[src/rtl/tcc_regs.svh]
// Register offsets, field positions, reset values and timing counts of the timer block.
// Assumes byte addresses on an 8-bit AXI4-Lite address, one 32-bit word per register.
`ifndef TCC_REGS_SVH
`define TCC_REGS_SVH
// Byte offsets
`define TCC_OFF_MODE 8'h00
`define TCC_OFF_CTRL 8'h04
`define TCC_OFF_T2MODE 8'h08
`define TCC_OFF_TL0 8'h0C
`define TCC_OFF_TH0 8'h10
`define TCC_OFF_TL1 8'h14
`define TCC_OFF_TH1 8'h18
`define TCC_OFF_T2CTRL 8'h1C
`define TCC_OFF_T2CNT 8'h20
// Control register fields
`define TCC_TF1 7
`define TCC_TR1 6
`define TCC_TF0 5
`define TCC_TR0 4
`define TCC_IE1 3
`define TCC_IT1 2
`define TCC_IE0 1
`define TCC_IT0 0
// Mode register fields, per nibble
`define TCC_GATE 3
`define TCC_CT 2
// Timer 2 fields
`define TCC_TIMER2_CLOCK_OUT_ENABLE 1
`define TCC_TIMER2_DOWNCOUNT_ENABLE 0
`define TCC_T2RUN 0
`define TCC_T2CT 1
`define TCC_T2TF 7
// Reset values
`define TCC_RST_BYTE 8'h00
`define TCC_RST_WORD 16'h0000
// Machine cycle lengths in oscillator periods, one period per aclk
`define TCC_PERIODS_12T 4'hC
`define TCC_PERIODS_6T 4'h6
// Bus responses
`define TCC_RESP_OKAY 2'h0
`define TCC_RESP_SLVERR 2'h2
`endif

[src/rtl/tcc_pkg.sv]
// Types shared by the timer block modules.
// Assumes tcc_regs.svh supplies the numeric constants.
package tcc_pkg;
    typedef enum logic [1:0] {
        TCC_MODE_13BIT,
        TCC_MODE_16BIT,
        TCC_MODE_RELOAD8,
        TCC_MODE_SPLIT
    } tcc_mode_e;
endpackage : tcc_pkg

[src/rtl/tcc_pin_if.sv]
// Synchronised pin levels and machine-cycle tick between the pin front end and the core.
// Assumes both ends run on aclk.
`timescale 1ns/10ps
interface tcc_pin_if;
    logic tick;
    logic mode12;
    logic [2:0] count_s;
    logic [1:0] irq_s;
    logic dir_s;
    modport front (output tick, output mode12, output count_s, output irq_s, output dir_s);
    modport core (input tick, input mode12, input count_s, input irq_s, input dir_s);
endinterface : tcc_pin_if

[src/rtl/tcc_timer_ctrl.sv]
// Timer/counter 0, 1 and 2 control core with an AXI4-Lite register slave.
// Assumes external pins are asynchronous and the CPU acknowledge lines run on aclk.
`timescale 1ns/10ps
`include "tcc_regs.svh"
module tcc_timer_ctrl (
    // Clock and reset
    input wire logic aclk,
    input wire logic aresetn,
    // AXI4-Lite write
    input wire logic [7:0] s_axi_awaddr,
    input wire logic s_axi_awvalid,
    output logic s_axi_awready,
    input wire logic [31:0] s_axi_wdata,
    input wire logic [3:0] s_axi_wstrb,
    input wire logic s_axi_wvalid,
    output logic s_axi_wready,
    output logic [1:0] s_axi_bresp,
    output logic s_axi_bvalid,
    input wire logic s_axi_bready,
    // AXI4-Lite read
    input wire logic [7:0] s_axi_araddr,
    input wire logic s_axi_arvalid,
    output logic s_axi_arready,
    output logic [31:0] s_axi_rdata,
    output logic [1:0] s_axi_rresp,
    output logic s_axi_rvalid,
    input wire logic s_axi_rready,
    // Pins: count inputs for timers 0..2, external irq 0..1
    input wire logic [2:0] count_pin,
    input wire logic [1:0] external_irq_pin,
    input wire logic t2_dir_pin,
    input wire logic clocking_mode_option,
    output logic t2_clock_out,
    // CPU vectoring: {timer1, ext1, timer0, ext0}
    input wire logic [3:0] irq_ack,
    output logic [3:0] irq_req
);
    tcc_pin_if pins ();
    logic aw_held, w_held;
    logic [7:0] aw_addr;
    logic [31:0] w_data;
    logic [3:0] w_strb;
    logic wr_fire;
    logic [32:0] rd_word;
    logic [32:0] wr_word;
    logic [7:0] timer01_mode, timer01_control, timer2_mode, timer2_ctrl;
    logic [7:0] tl0, th0, tl1, th1;
    logic [15:0] t2_cnt;
    logic [2:0] cnt_prev;
    logic [1:0] irq_prev;
    logic [2:0] pin_fall;
    logic [16:0] step0, step1;
    logic inc0, inc0h, inc1, inc2, ovf0, ovf0h, ovf1, ovf2, t0_split, t1_stop;
    logic [1:0] ext_set;
    tcc_pkg::tcc_mode_e mode0, mode1;

    tcc_pin_sync u_sync (
        .aclk(aclk),
        .aresetn(aresetn),
        .count_pin(count_pin),
        .external_irq_pin(external_irq_pin),
        .t2_dir_pin(t2_dir_pin),
        .clocking_mode_option(clocking_mode_option),
        .pins(pins)
    );

    // One count step; returns {overflow, high, low}
    function automatic logic [16:0] tcc_step(input tcc_pkg::tcc_mode_e mode,
                                             input logic [15:0] cnt);
        logic [5:0] lo5;
        logic [8:0] hi9;
        logic [8:0] lo9;
        begin
            lo5 = {1'b0, cnt[4:0]} + 6'h01;
            hi9 = {1'b0, cnt[15:8]} + {8'h00, lo5[5]};
            lo9 = {1'b0, cnt[7:0]} + 9'h001;
            unique case (mode)
                tcc_pkg::TCC_MODE_13BIT: begin
                    tcc_step = {hi9, cnt[7:5], lo5[4:0]};
                end
                tcc_pkg::TCC_MODE_16BIT: begin
                    tcc_step = {1'b0, cnt} + 17'h00001;
                end
                tcc_pkg::TCC_MODE_RELOAD8: begin
                    tcc_step = {lo9[8], cnt[15:8], lo9[8] ? cnt[15:8] : lo9[7:0]};
                end
                tcc_pkg::TCC_MODE_SPLIT: begin
                    tcc_step = {lo9[8], cnt[15:8], lo9[7:0]};
                end
            endcase
        end
    endfunction : tcc_step

    // Register read decode; returns {error, data}
    function automatic logic [32:0] tcc_read(input logic [7:0] addr);
        begin
            tcc_read = {1'b0, 32'h00000000};
            unique case (addr)
                `TCC_OFF_MODE: tcc_read[7:0] = timer01_mode;
                `TCC_OFF_CTRL: tcc_read[7:0] = timer01_control;
                `TCC_OFF_T2MODE: tcc_read[1:0] = timer2_mode[1:0];
                `TCC_OFF_TL0: tcc_read[7:0] = tl0;
                `TCC_OFF_TH0: tcc_read[7:0] = th0;
                `TCC_OFF_TL1: tcc_read[7:0] = tl1;
                `TCC_OFF_TH1: tcc_read[7:0] = th1;
                `TCC_OFF_T2CTRL: tcc_read[7:0] = timer2_ctrl;
                `TCC_OFF_T2CNT: tcc_read[15:0] = t2_cnt;
                default: tcc_read[32] = 1'b1;
            endcase
        end
    endfunction : tcc_read

    // Decoded words for the read address and the held write address
    assign rd_word = tcc_read(s_axi_araddr);
    assign wr_word = tcc_read(aw_addr);

    // Write channel capture; address and data may arrive in either order
    assign s_axi_awready = !aw_held;
    assign s_axi_wready = !w_held;
    assign wr_fire = aw_held && w_held && !s_axi_bvalid;
    always_ff @(posedge aclk) begin
        if (!aresetn) begin
            aw_held <= 1'b0;
            w_held <= 1'b0;
            aw_addr <= 8'h00;
            w_data <= 32'h00000000;
            w_strb <= 4'h0;
        end else begin
            if (s_axi_awvalid && !aw_held) begin
                aw_held <= 1'b1;
                aw_addr <= s_axi_awaddr;
            end else if (wr_fire) begin
                aw_held <= 1'b0;
            end
            if (s_axi_wvalid && !w_held) begin
                w_held <= 1'b1;
                w_data <= s_axi_wdata;
                w_strb <= s_axi_wstrb;
            end else if (wr_fire) begin
                w_held <= 1'b0;
            end
        end
    end

    // Write response, one cycle after both halves are held
    always_ff @(posedge aclk) begin
        if (!aresetn) begin
            s_axi_bvalid <= 1'b0;
            s_axi_bresp <= `TCC_RESP_OKAY;
        end else if (wr_fire) begin
            s_axi_bvalid <= 1'b1;
            s_axi_bresp <= wr_word[32] ? `TCC_RESP_SLVERR : `TCC_RESP_OKAY;
        end else if (s_axi_bready) begin
            s_axi_bvalid <= 1'b0;
        end
    end

    // Read channel; data registered, unmapped reads return zero with an error
    assign s_axi_arready = !s_axi_rvalid;
    always_ff @(posedge aclk) begin
        if (!aresetn) begin
            s_axi_rvalid <= 1'b0;
            s_axi_rdata <= 32'h00000000;
            s_axi_rresp <= `TCC_RESP_OKAY;
        end else if (s_axi_arvalid && !s_axi_rvalid) begin
            s_axi_rvalid <= 1'b1;
            s_axi_rdata <= rd_word[31:0];
            s_axi_rresp <= rd_word[32] ? `TCC_RESP_SLVERR : `TCC_RESP_OKAY;
        end else if (s_axi_rready) begin
            s_axi_rvalid <= 1'b0;
        end
    end

    // Pin samples taken once per machine cycle for the falling-edge counters
    always_ff @(posedge aclk) begin
        if (!aresetn) begin
            cnt_prev <= 3'h7;
        end else if (pins.tick) begin
            cnt_prev <= pins.count_s;
        end
    end
    assign pin_fall = {3{pins.tick}} & cnt_prev & ~pins.count_s;

    // Count enables for timers 0 and 1
    always_comb begin
        mode0 = tcc_pkg::tcc_mode_e'(timer01_mode[1:0]);
        mode1 = tcc_pkg::tcc_mode_e'(timer01_mode[5:4]);
        t0_split = (mode0 == tcc_pkg::TCC_MODE_SPLIT);
        t1_stop = (mode1 == tcc_pkg::TCC_MODE_SPLIT);
        inc0 = timer01_control[`TCC_TR0]
            && (!timer01_mode[`TCC_GATE] || pins.irq_s[0])
            && (timer01_mode[`TCC_CT] ? pin_fall[0] : pins.tick);
        inc1 = !t1_stop && timer01_control[`TCC_TR1]
            && (!timer01_mode[`TCC_GATE + 4] || pins.irq_s[1])
            && (timer01_mode[`TCC_CT + 4] ? pin_fall[1] : pins.tick);
        // High byte of split timer 0 is timer-only and borrows timer 1 run
        inc0h = t0_split && timer01_control[`TCC_TR1] && pins.tick;
        step0 = tcc_step(mode0, {th0, tl0});
        step1 = tcc_step(mode1, {th1, tl1});
        ovf0 = inc0 && step0[16];
        ovf1 = inc1 && step1[16];
        ovf0h = inc0h && (th0 == 8'hFF);
    end

    // Timer 0 and 1 counts; a bus write wins over a count in the same cycle
    always_ff @(posedge aclk) begin
        if (!aresetn) begin
            tl0 <= `TCC_RST_BYTE;
            th0 <= `TCC_RST_BYTE;
            tl1 <= `TCC_RST_BYTE;
            th1 <= `TCC_RST_BYTE;
        end else begin
            if (wr_fire && aw_addr == `TCC_OFF_TL0 && w_strb[0]) tl0 <= w_data[7:0];
            else if (inc0) tl0 <= step0[7:0];
            if (wr_fire && aw_addr == `TCC_OFF_TH0 && w_strb[0]) th0 <= w_data[7:0];
            else if (inc0h) th0 <= th0 + 8'h01;
            else if (inc0 && !t0_split) th0 <= step0[15:8];
            if (wr_fire && aw_addr == `TCC_OFF_TL1 && w_strb[0]) tl1 <= w_data[7:0];
            else if (inc1) tl1 <= step1[7:0];
            if (wr_fire && aw_addr == `TCC_OFF_TH1 && w_strb[0]) th1 <= w_data[7:0];
            else if (inc1) th1 <= step1[15:8];
        end
    end

    // Mode registers and timer 2 control bits other than the flag
    always_ff @(posedge aclk) begin
        if (!aresetn) begin
            timer01_mode <= `TCC_RST_BYTE;
            timer2_mode <= `TCC_RST_BYTE;
            timer2_ctrl[6:0] <= 7'h00;
        end else if (wr_fire && w_strb[0]) begin
            if (aw_addr == `TCC_OFF_MODE) timer01_mode <= w_data[7:0];
            if (aw_addr == `TCC_OFF_T2MODE) timer2_mode <= {6'h00, w_data[1:0]};
            if (aw_addr == `TCC_OFF_T2CTRL) timer2_ctrl[6:0] <= w_data[6:0];
        end
    end

    // Trigger per external irq: falling edge or low level
    always_ff @(posedge aclk) begin
        if (!aresetn) irq_prev <= 2'h3;
        else irq_prev <= pins.irq_s;
    end
    assign ext_set[0] = timer01_control[`TCC_IT0] ? (irq_prev[0] && !pins.irq_s[0])
                                                  : !pins.irq_s[0];
    assign ext_set[1] = timer01_control[`TCC_IT1] ? (irq_prev[1] && !pins.irq_s[1])
                                                  : !pins.irq_s[1];

    // Control register; hardware set wins over vectoring or software clear
    always_ff @(posedge aclk) begin
        if (!aresetn) begin
            timer01_control <= `TCC_RST_BYTE;
        end else begin
            if (wr_fire && aw_addr == `TCC_OFF_CTRL && w_strb[0]) begin
                timer01_control[`TCC_TR1] <= w_data[`TCC_TR1];
                timer01_control[`TCC_TR0] <= w_data[`TCC_TR0];
                timer01_control[`TCC_IT1] <= w_data[`TCC_IT1];
                timer01_control[`TCC_IT0] <= w_data[`TCC_IT0];
                timer01_control[`TCC_TF1] <= w_data[`TCC_TF1] || (t0_split ? ovf0h : ovf1);
                timer01_control[`TCC_TF0] <= w_data[`TCC_TF0] || ovf0;
                timer01_control[`TCC_IE1] <= w_data[`TCC_IE1] || ext_set[1];
                timer01_control[`TCC_IE0] <= w_data[`TCC_IE0] || ext_set[0];
            end else begin
                timer01_control[`TCC_TF1] <= (t0_split ? ovf0h : ovf1)
                    || (timer01_control[`TCC_TF1] && !irq_ack[3]);
                timer01_control[`TCC_TF0] <= ovf0
                    || (timer01_control[`TCC_TF0] && !irq_ack[1]);
                timer01_control[`TCC_IE1] <= ext_set[1]
                    || (timer01_control[`TCC_IE1] && !irq_ack[2]);
                timer01_control[`TCC_IE0] <= ext_set[0]
                    || (timer01_control[`TCC_IE0] && !irq_ack[0]);
            end
        end
    end
    assign irq_req = {timer01_control[`TCC_TF1], timer01_control[`TCC_IE1],
                      timer01_control[`TCC_TF0], timer01_control[`TCC_IE0]};

    // Timer 2: up, or down when enabled and the direction pin is low
    assign inc2 = timer2_ctrl[`TCC_T2RUN]
        && (timer2_ctrl[`TCC_T2CT] ? pin_fall[2] : pins.tick);
    assign ovf2 = inc2 && ((timer2_mode[`TCC_TIMER2_DOWNCOUNT_ENABLE] && !pins.dir_s) ? (t2_cnt == 16'h0000)
                                                                   : (t2_cnt == 16'hFFFF));
    always_ff @(posedge aclk) begin
        if (!aresetn) begin
            t2_cnt <= `TCC_RST_WORD;
        end else if (wr_fire && aw_addr == `TCC_OFF_T2CNT && w_strb[1:0] != 2'h0) begin
            if (w_strb[0]) t2_cnt[7:0] <= w_data[7:0];
            if (w_strb[1]) t2_cnt[15:8] <= w_data[15:8];
        end else if (inc2) begin
            if (timer2_mode[`TCC_TIMER2_DOWNCOUNT_ENABLE] && !pins.dir_s) t2_cnt <= t2_cnt - 16'h0001;
            else t2_cnt <= t2_cnt + 16'h0001;
        end
    end

    // Timer 2 flag, suppressed while the clock output is in use
    always_ff @(posedge aclk) begin
        if (!aresetn) begin
            timer2_ctrl[`TCC_T2TF] <= 1'b0;
        end else begin
            timer2_ctrl[`TCC_T2TF] <= (ovf2 && !timer2_mode[`TCC_TIMER2_CLOCK_OUT_ENABLE])
                || ((wr_fire && aw_addr == `TCC_OFF_T2CTRL && w_strb[0])
                    ? w_data[`TCC_T2TF] : timer2_ctrl[`TCC_T2TF]);
        end
    end

    // Clock output toggles on each overflow in timer mode, so its period is two overflows
    always_ff @(posedge aclk) begin
        if (!aresetn) begin
            t2_clock_out <= 1'b0;
        end else if (ovf2 && timer2_mode[`TCC_TIMER2_CLOCK_OUT_ENABLE] && !timer2_ctrl[`TCC_T2CT]) begin
            t2_clock_out <= !t2_clock_out;
        end
    end

    // Checks
    property p_tick_space;
        @(posedge aclk) disable iff (!aresetn) pins.tick |=> !pins.tick [*5];
    endproperty
    a_tick_space: assert property (p_tick_space) else $error("machine cycle too short");
    property p_run_off;
        @(posedge aclk) disable iff (!aresetn)
            !timer01_control[`TCC_TR0] && !wr_fire |=> $stable(tl0);
    endproperty
    a_run_off: assert property (p_run_off) else $error("timer 0 counted while stopped");
    property p_gate;
        @(posedge aclk) disable iff (!aresetn)
            timer01_mode[`TCC_GATE] && !pins.irq_s[0] && !wr_fire |=> $stable(tl0);
    endproperty
    a_gate: assert property (p_gate) else $error("gated timer 0 counted");
    property p_reload;
        @(posedge aclk) disable iff (!aresetn)
            mode0 == tcc_pkg::TCC_MODE_RELOAD8 && inc0 && tl0 == 8'hFF && !wr_fire
            |=> tl0 == $past(th0) && th0 == $past(th0) && timer01_control[`TCC_TF0];
    endproperty
    a_reload: assert property (p_reload) else $error("reload mode overflow wrong");
    property p_m13;
        @(posedge aclk) disable iff (!aresetn)
            mode0 == tcc_pkg::TCC_MODE_13BIT && inc0 && tl0[4:0] == 5'h1F && !wr_fire
            |=> tl0[4:0] == 5'h00 && th0 == $past(th0) + 8'h01;
    endproperty
    a_m13: assert property (p_m13) else $error("13-bit carry wrong");
    property p_m16;
        @(posedge aclk) disable iff (!aresetn)
            mode0 == tcc_pkg::TCC_MODE_16BIT && inc0 && {th0, tl0} == 16'hFFFF && !wr_fire
            |=> {th0, tl0} == 16'h0000 && timer01_control[`TCC_TF0];
    endproperty
    a_m16: assert property (p_m16) else $error("16-bit overflow wrong");
    property p_t1_stop;
        @(posedge aclk) disable iff (!aresetn) t1_stop && !wr_fire |=> $stable({th1, tl1});
    endproperty
    a_t1_stop: assert property (p_t1_stop) else $error("timer 1 ran in mode 3");
    property p_edge;
        @(posedge aclk) disable iff (!aresetn)
            timer01_control[`TCC_IT0] && $fell(pins.irq_s[0]) |=> timer01_control[`TCC_IE0];
    endproperty
    a_edge: assert property (p_edge) else $error("edge flag not set");
    property p_clkout;
        @(posedge aclk) disable iff (!aresetn)
            ovf2 && timer2_mode[`TCC_TIMER2_CLOCK_OUT_ENABLE] && !timer2_ctrl[`TCC_T2CT]
            |=> t2_clock_out != $past(t2_clock_out);
    endproperty
    a_clkout: assert property (p_clkout) else $error("clock output missed toggle");
    c_reload: cover property (@(posedge aclk) disable iff (!aresetn)
        mode0 == tcc_pkg::TCC_MODE_RELOAD8 && ovf0);
    c_split: cover property (@(posedge aclk) disable iff (!aresetn) ovf0h);
    c_clkout: cover property (@(posedge aclk) disable iff (!aresetn) $rose(t2_clock_out));
    c_read: cover property (@(posedge aclk) disable iff (!aresetn)
        s_axi_rvalid && s_axi_rready);
endmodule : tcc_timer_ctrl

[src/rtl/tcc_pin_sync.sv]
// Pin synchronisers and machine-cycle prescaler.
// Assumes the oscillator period equals one aclk period.
`timescale 1ns/10ps
`include "tcc_regs.svh"
module tcc_pin_sync (
    // Clock and reset
    input wire logic aclk,
    input wire logic aresetn,
    // Raw pins
    input wire logic [2:0] count_pin,
    input wire logic [1:0] external_irq_pin,
    input wire logic t2_dir_pin,
    input wire logic clocking_mode_option,
    // Core side
    tcc_pin_if.front pins
);
    logic [6:0] sync_a;
    logic [6:0] sync_b;
    logic [3:0] presc;
    logic [3:0] limit;

    // Two flops per pin; only sync_b is used downstream
    always_ff @(posedge aclk) begin
        if (!aresetn) begin
            sync_a <= 7'h7F;
            sync_b <= 7'h7F;
        end else begin
            sync_a <= {clocking_mode_option, t2_dir_pin, external_irq_pin, count_pin};
            sync_b <= sync_a;
        end
    end

    assign pins.count_s = sync_b[2:0];
    assign pins.irq_s = sync_b[4:3];
    assign pins.dir_s = sync_b[5];
    assign pins.mode12 = sync_b[6];
    // Option 1 gives twelve periods, 0 gives six
    assign limit = sync_b[6] ? `TCC_PERIODS_12T : `TCC_PERIODS_6T;

    // Machine-cycle prescaler; a mode change applies to the machine cycle in progress
    always_ff @(posedge aclk) begin
        if (!aresetn) begin
            presc <= 4'h0;
        end else if (presc >= limit - 4'h1) begin
            presc <= 4'h0;
        end else begin
            presc <= presc + 4'h1;
        end
    end

    assign pins.tick = (presc == limit - 4'h1);
endmodule : tcc_pin_sync

[config.mk]
export PLATFORM = sky130hd
export DESIGN_NAME = tcc_timer_ctrl
export DESIGN_NICKNAME = d
export VERILOG_FILES = /design/src/rtl/tcc_pkg.sv /design/src/rtl/tcc_pin_if.sv /design/src/rtl/tcc_timer_ctrl.sv /design/src/rtl/tcc_pin_sync.sv
export VERILOG_INCLUDE_DIRS = /design/src /design/src/rtl
export SDC_FILE = /design/constraint.sdc
export NUM_CORES = 1
export LEC_CHECK = 0
export ABC_CLOCK_PERIOD_IN_PS = 2600
export BUFFER_PORTS_ARGS = -buffer_cell sky130_fd_sc_hd__buf_2
export CORE_AREA = 8 8 155 157
export CTS_CLUSTER_DIAMETER = 200
export DETAILED_ROUTE_END_ITERATION = 16
export DIE_AREA = 0 0 163 165
export PLACE_DENSITY = 0.68
export SYNTH_ARGS = -nofsm -noshare
export SYNTH_HDL_FRONTEND = slang
export SYNTH_HIERARCHICAL = 1
export SYNTH_SLANG_ARGS = --single-unit
[constraint.sdc]
create_clock -name aclk -period 2.6 [get_ports aclk]
set_input_delay 0.52 -clock aclk [delete_from_list [all_inputs] [get_ports aclk]]
set_output_delay 0.52 -clock aclk [all_outputs]
set_load 0.02 [all_outputs]
### Yosys cells after proc, flatten, opt, wreduce, memory -nomap -nowiden

Cells that the tools add are included.

* add/sub/neg operators: 13
* magnitude comparators: 1
* eq/ne operators: 33
* multiplexer cells: 43
* bitwise logic cells: 4
* reduce and logical (&&, ||, !) cells: 99

Operators with widths (number)
* $pmux W17 S4: 2
* $mux W8: 14
* $eq A8 B5 Y1 const B: 8
* $mux W16: 3
* $pmux W6 S8: 1
* $logic_and A1 B1 Y1: 43
* $add A16 B1 Y17 const B: 2
* $eq A8 B4 Y1 const B: 4
* $mux W1: 19
* $add A8 B1 Y9: 2
* $add A8 B1 Y9 const B: 2
* $logic_not A1 Y1: 18
* $pmux W2 S9: 1
* $reduce_bool A2 Y1: 9
* $reduce_or A9 Y1: 2
* $add A16 B1 Y16 const B: 1
* $eq A16 B16 Y1 const B: 1
* $eq A8 B3 Y1 const B: 2
* $eq A8 B6 Y1 const B: 2
* $logic_not A16 Y1: 1
* $logic_not A8 Y1: 2
* $sub A16 B1 Y16 const B: 1
* $reduce_and A2 Y1: 7
* $add A5 B1 Y6 const B: 2
* 22 further kinds: 44

* register bits after elaboration: 148
* input bits: 70
* output and inout bits: 46
* word-level logic and storage cells: 223

### Depth between registers and ports, before layout

* word-level depth: 11
* gate-level depth with buffers: 11
* depth with buffers taken out: 10

### Cells and area by module

The synthesis kept the hierarchy.

By module, submodules not included
* tcc_timer_ctrl: instances 1, cells an instance 1040, area each 7918.8 µm², seq. area each 2562.5 µm²
* tcc_pin_sync: instances 1, cells an instance 50, area each 578.1 µm², seq. area each 360.3 µm²

### Worst setup path after synthesis

No wires, ideal clock.

* kind: register to register
* start: reg u_sync.sync_b[6]
* end: reg th1[6]
* setup time: 91 ps
* arrival: 2432 ps
* data required time: 2509 ps
* path slack: 77 ps
* cell stages (with the launch flop): 10
* path buffers: 1
* period minus slack after synthesis: 2523 ps
* cells stage by stage: dfxtp_1 inv_1 ha_1 and4_1 buf_2 nand2_1 a2111oi_4 o2111ai_1 or3_1 a311oi_1

* cells in the longest elaborated chain, start to end: 9

Ends and longest elaborated chain
* start: declaration: RTL line tcc_pin_sync.sv:18 `logic [6:0] sync_b;`
* start signal: assignment: RTL line tcc_pin_sync.sv:29 `sync_b <= sync_a;`
* $mux W4 (no source line) (*)
* $sub A4 B1 Y4 (*): RTL line tcc_pin_sync.sv:51 `assign pins.tick = (presc == limit - 4'h1);`
* $eq A4 B4 Y1 (*): RTL line tcc_pin_sync.sv:51
* via pins.tick: RTL line tcc_pin_if.sv:5 `logic tick;`
* $and A3 B3 Y3 (2 in a row): RTL line tcc_timer_ctrl.sv:182 `assign pin_fall = {3{pins.tick}} & cnt_prev & ~pins.count_s;`
* $mux W1 (*): RTL line tcc_timer_ctrl.sv:195 `` && (timer01_mode[`TCC_CT + 4] ? pin_fall[1] : pins.tick); ``
* $logic_and A1 B1 Y1 (*): RTL line tcc_timer_ctrl.sv:193 `` inc1 = !t1_stop && timer01_control[`TCC_TR1] ``
* $reduce_bool A2 Y1 (no source line) (*)
* $reduce_and A3 Y1 (no source line) (*)
* end signal: assignment: RTL line tcc_timer_ctrl.sv:211 `` th1 <= `TCC_RST_BYTE; ``
* end signal: assignment: RTL line tcc_timer_ctrl.sv:220 `` if (wr_fire && aw_addr == `TCC_OFF_TH1 && w_strb[0]) th1 <= w_data[7:0]; ``
* end signal: assignment: RTL line tcc_timer_ctrl.sv:221 `else if (inc1) th1 <= step1[15:8];`
* end: declaration: RTL line tcc_timer_ctrl.sv:47 `logic [7:0] tl0, th0, tl1, th1;`

Mark *: on every way through the listed nets, which the timed path passes. The rest lies on a longest branch.
A chain may end at the register's enable or synchronous reset.

### Worst setup path after layout

* start: reg u_sync.sync_b[6]
* end: reg tl1[6]

* cells in the longest elaborated chain, start to end: 9

Ends and longest elaborated chain
* $mux W4 (no source line) (*)
* $sub A4 B1 Y4 (*): RTL line tcc_pin_sync.sv:51
* $eq A4 B4 Y1 (*): RTL line tcc_pin_sync.sv:51
* via pins.tick: RTL line tcc_pin_if.sv:5
* $and A3 B3 Y3 (2 in a row): RTL line tcc_timer_ctrl.sv:182
* $mux W1 (*): RTL line tcc_timer_ctrl.sv:195
* $logic_and A1 B1 Y1 (*): RTL line tcc_timer_ctrl.sv:193
* $reduce_bool A2 Y1 (no source line) (*)
* $reduce_and A2 Y1 (no source line) (*)
* end signal: assignment: RTL line tcc_timer_ctrl.sv:210 `` tl1 <= `TCC_RST_BYTE; ``
* end signal: assignment: RTL line tcc_timer_ctrl.sv:218 `` if (wr_fire && aw_addr == `TCC_OFF_TL1 && w_strb[0]) tl1 <= w_data[7:0]; ``
* end signal: assignment: RTL line tcc_timer_ctrl.sv:219 `else if (inc1) tl1 <= step1[7:0];`
* end: declaration: RTL line tcc_timer_ctrl.sv:47

Marks and branches as above.

==> flow_summary.ini <==
[status]
status = completed

[route]
firstDrtPassIters = 5
routed_wl_um = 26670
drc = 0
drtIter0Drc = 846
vias = 8365
ant_nets = 0
viasPerCell = 5.837
wl_per_cell_um = 18.61

[logic_synthesis]
ys.flop_type = dfxtp_1
synthAdderAreaFrac_pct = 1.767
synth_area_sq_um = 8497
ys_warn_count = 6
synth.distinct_cells = 82
synth_mux_area_share_pct = 6.406
synth_edf_count = 0
synth-async-reset-ratio_pct = 0
avgSynthCellArea_sq_um = 7.795
synth-compound-area-share_pct = 21.68
ys_seq_area_share_pct = 34.40
synth_simple_gate_area_share_pct = 26.24
synth_xor_area_share_pct = 2.268
ys_seq_elements = 146
synthCells = 1090
synth_top_family_by_area = simple AND/OR/NAND/NOR gates

[clock_tree]
cts_buffers = 17
cts.sinks = 146
clk_path_buf_depth = 2
cts_tree = done
htree_num_levels = 4
clockRootBuffer = clkbuf_16
clk_pin_slew_ps = 60
hold_buffers = 0
clk_latency_ps = 420

[cells_and_area]
n_fill_cell = 2208
layout_common_cells = nand2_1 (149), dfxtp_1 (146), a21oi_1 (101)
postLayoutCoreUtil_pct = 45.55
syn2layout_area_growth_pct = 15.17
multi_input_area_sq_um = 5061
final_cell_area_sq_um = 9786
seqCellArea_sq_um = 2923
fin_nets = 1224
diodes = 0
drive_gt1_share_pct = 17.17
layout.cells.most_common = nand2_1

[setup_path]
arrival_ps = 2690
end_kind = register
rr_startpoint = u_sync/sync_b[6]$_SDFF_PN1_
critPathLaunchType = register
worstSetupStartpoint = u_sync/sync_b[6]$_SDFF_PN1_
required_ps = 2870
critPathKind = register to register
worst-path-max-fanout = 3

[power_and_ir_drop]
power_leakage_nw = 3.626
power.density_nw_per_um2 = 551.0
vdd_drop_max_mv = 0.5379

[timing]
fin_tns_setup_ps = 0
clock_skew_ps = 7.003
fin_crit_ps = 2425
fin_crit_sh_pct = 93.27
tightest_slew_ps = 783.8
rsz0062_at_grt = false
relSlewSlack_pct = 47.64
final_hold_viol_count = 0
fin_ws_ps = 174.9
setup_viol = 0
drv_slew = 0
fmax_mhz = 412.4

[global_routing]
grt_pass1_vias = 7802
grt_pass1_wl_um = 42460
overflow = 0
grt_usage_pct = 19.76
grt_antenna_before_repair = 0
grt_max_degree = 56

[placed_design]
placed_area_sq_um = 9123
dp_slack_ps = 121.2
place.gp.congestion = 0.9468
hpwlAfterDp_um = 19240
io_buffers = 79

[min_path]
min_from = count_pin[0]
min_path_type = primary input to register

[floorplanning]
initial_utilization_pct = 39.55
die_x_um = 163
rows = 54
die-area_sq_um = 26900
die_y_um = 165
core_area_sq_um = 21490
ioPinCount = 116

[flow_run]
drv_cap = 0
==> where the power goes <==
part | switching [mW] | internal, mW | total, mW
logic | 0.226 | 0.124 | 0.349
clock network | 0.937 | 1.74 | 2.68
registers | 0.0735 | 2.29 | 2.37
==> cell families after synthesis <==
kind of cell / Yosys count
AO/OA/AOI/OAI: 291
XOR/XNOR: 22
adder cells (fa/ha/maj): 12
buffers and inverters: 128
flip-flops: 146
multiplexers: 41
other: 1
AND/OR/NAND/NOR: 449
==> timing repair <==
action,CTS,global route
setup endpoints to repair,0,4
setup buffers,0,0
endpoints found under the hold margin,0,0
gates resized for setup,0,5
==> worst max-delay path, cell delays in order, from the launching register on <==
cell      delay [ps]
dfxtp_1          340
inv_1             70
ha_1             290
and4_1           240
nand2_2          110
buf_4            160
a2111o_1         390
nor3_1           180
mux2_2           350
nand2_1           70
a21oi_1           80
==> metal layers <==
layer	vias to the layer above	wire length (um)	GRT usage [%]
li1	4021	-	-
met1	3931	12170	26.95
met2	374	11760	30.50
met3	39	2196	4.163
met4	0	537	6.547
met5	-	0	0
==> Yosys cell counts (6+ instances only) <==
master,instances,area [sq um]
mux2i_1,26,260.3
nand4_1,25,156.4
o21ai_0,67,335.3
nor3b_1,8,60.06
nor2_1,88,330.3
xor2_1,9,78.83
o2111ai_1,6,52.55
buf_2,8,40.04
a211oi_1,14,105.1
mux4_2,10,225.2
and4_1,8,70.07
nor4_1,9,56.30
o211ai_1,15,112.6
nand3_1,42,210.2
a21oi_1,101,505.5
a21o_1,6,45.04
dfxtp_1,146,2923
nor2b_1,12,75.07
buf_4,23,172.7
inv_1,18,67.56
xnor2_1,13,113.9
nor3_1,30,150.1
nand2_1,150,563.0
ha_1,12,150.1
nand2b_1,25,156.4
a31oi_1,15,93.84
or3_1,11,68.82
and2_1,6,37.54
and3_1,6,37.54
clkbuf_1,69,259.0
a221oi_1,9,78.83
==> final cells by class <==
type | instances | area share, %
flip-flops and latches | 146 | 29.87
clock buffers | 20 | 4.667
inverters | 19 | 0.7288
repair buffers | 125 | 7.569
well taps | 280 | 3.580
multi-input cells | 833 | 51.72
clock inverters | 10 | 1.867
==> per-stage QoR <==
stage	power, mW	hold WS, ps	instances
final	5.392	274.1	1433
after CTS	5.421	263.0	1433
after global placement	2.754	389.1	1403
after global routing	5.569	262.7	1433
after detailed placement	2.759	390.9	1403
after floorplan	2.635	386.3	1107
==> registers in the layout, summed over array words and instances, names as in the netlist, 3 cells and up <==
signal           cells
s_axi_rdata         16
t2_cnt              16
w_data              16
aw_addr              8
th0                  8
th1                  8
timer01_control      8
timer01_mode         8
timer2_ctrl          8
tl0                  8
tl1                  8
u_sync/sync_a        7
u_sync/sync_b        7
u_sync/presc         4
cnt_prev             3
==> final timing paths <==
check | slack (ps) | depth (start not counted) | end
setup / recovery | 170 | 10 | tl1[6]$_SDFFE_PN0P_
hold / removal | 270 | 2 | u_sync/sync_a[0]$_SDFF_PN1_
setup reg to reg | 170 | 10 | tl1[6]$_SDFFE_PN0P_
hold reg to reg | 400 | 1 | u_sync/sync_b[2]$_SDFF_PN1_
Note: power is estimated with default switching activity, not from simulation.
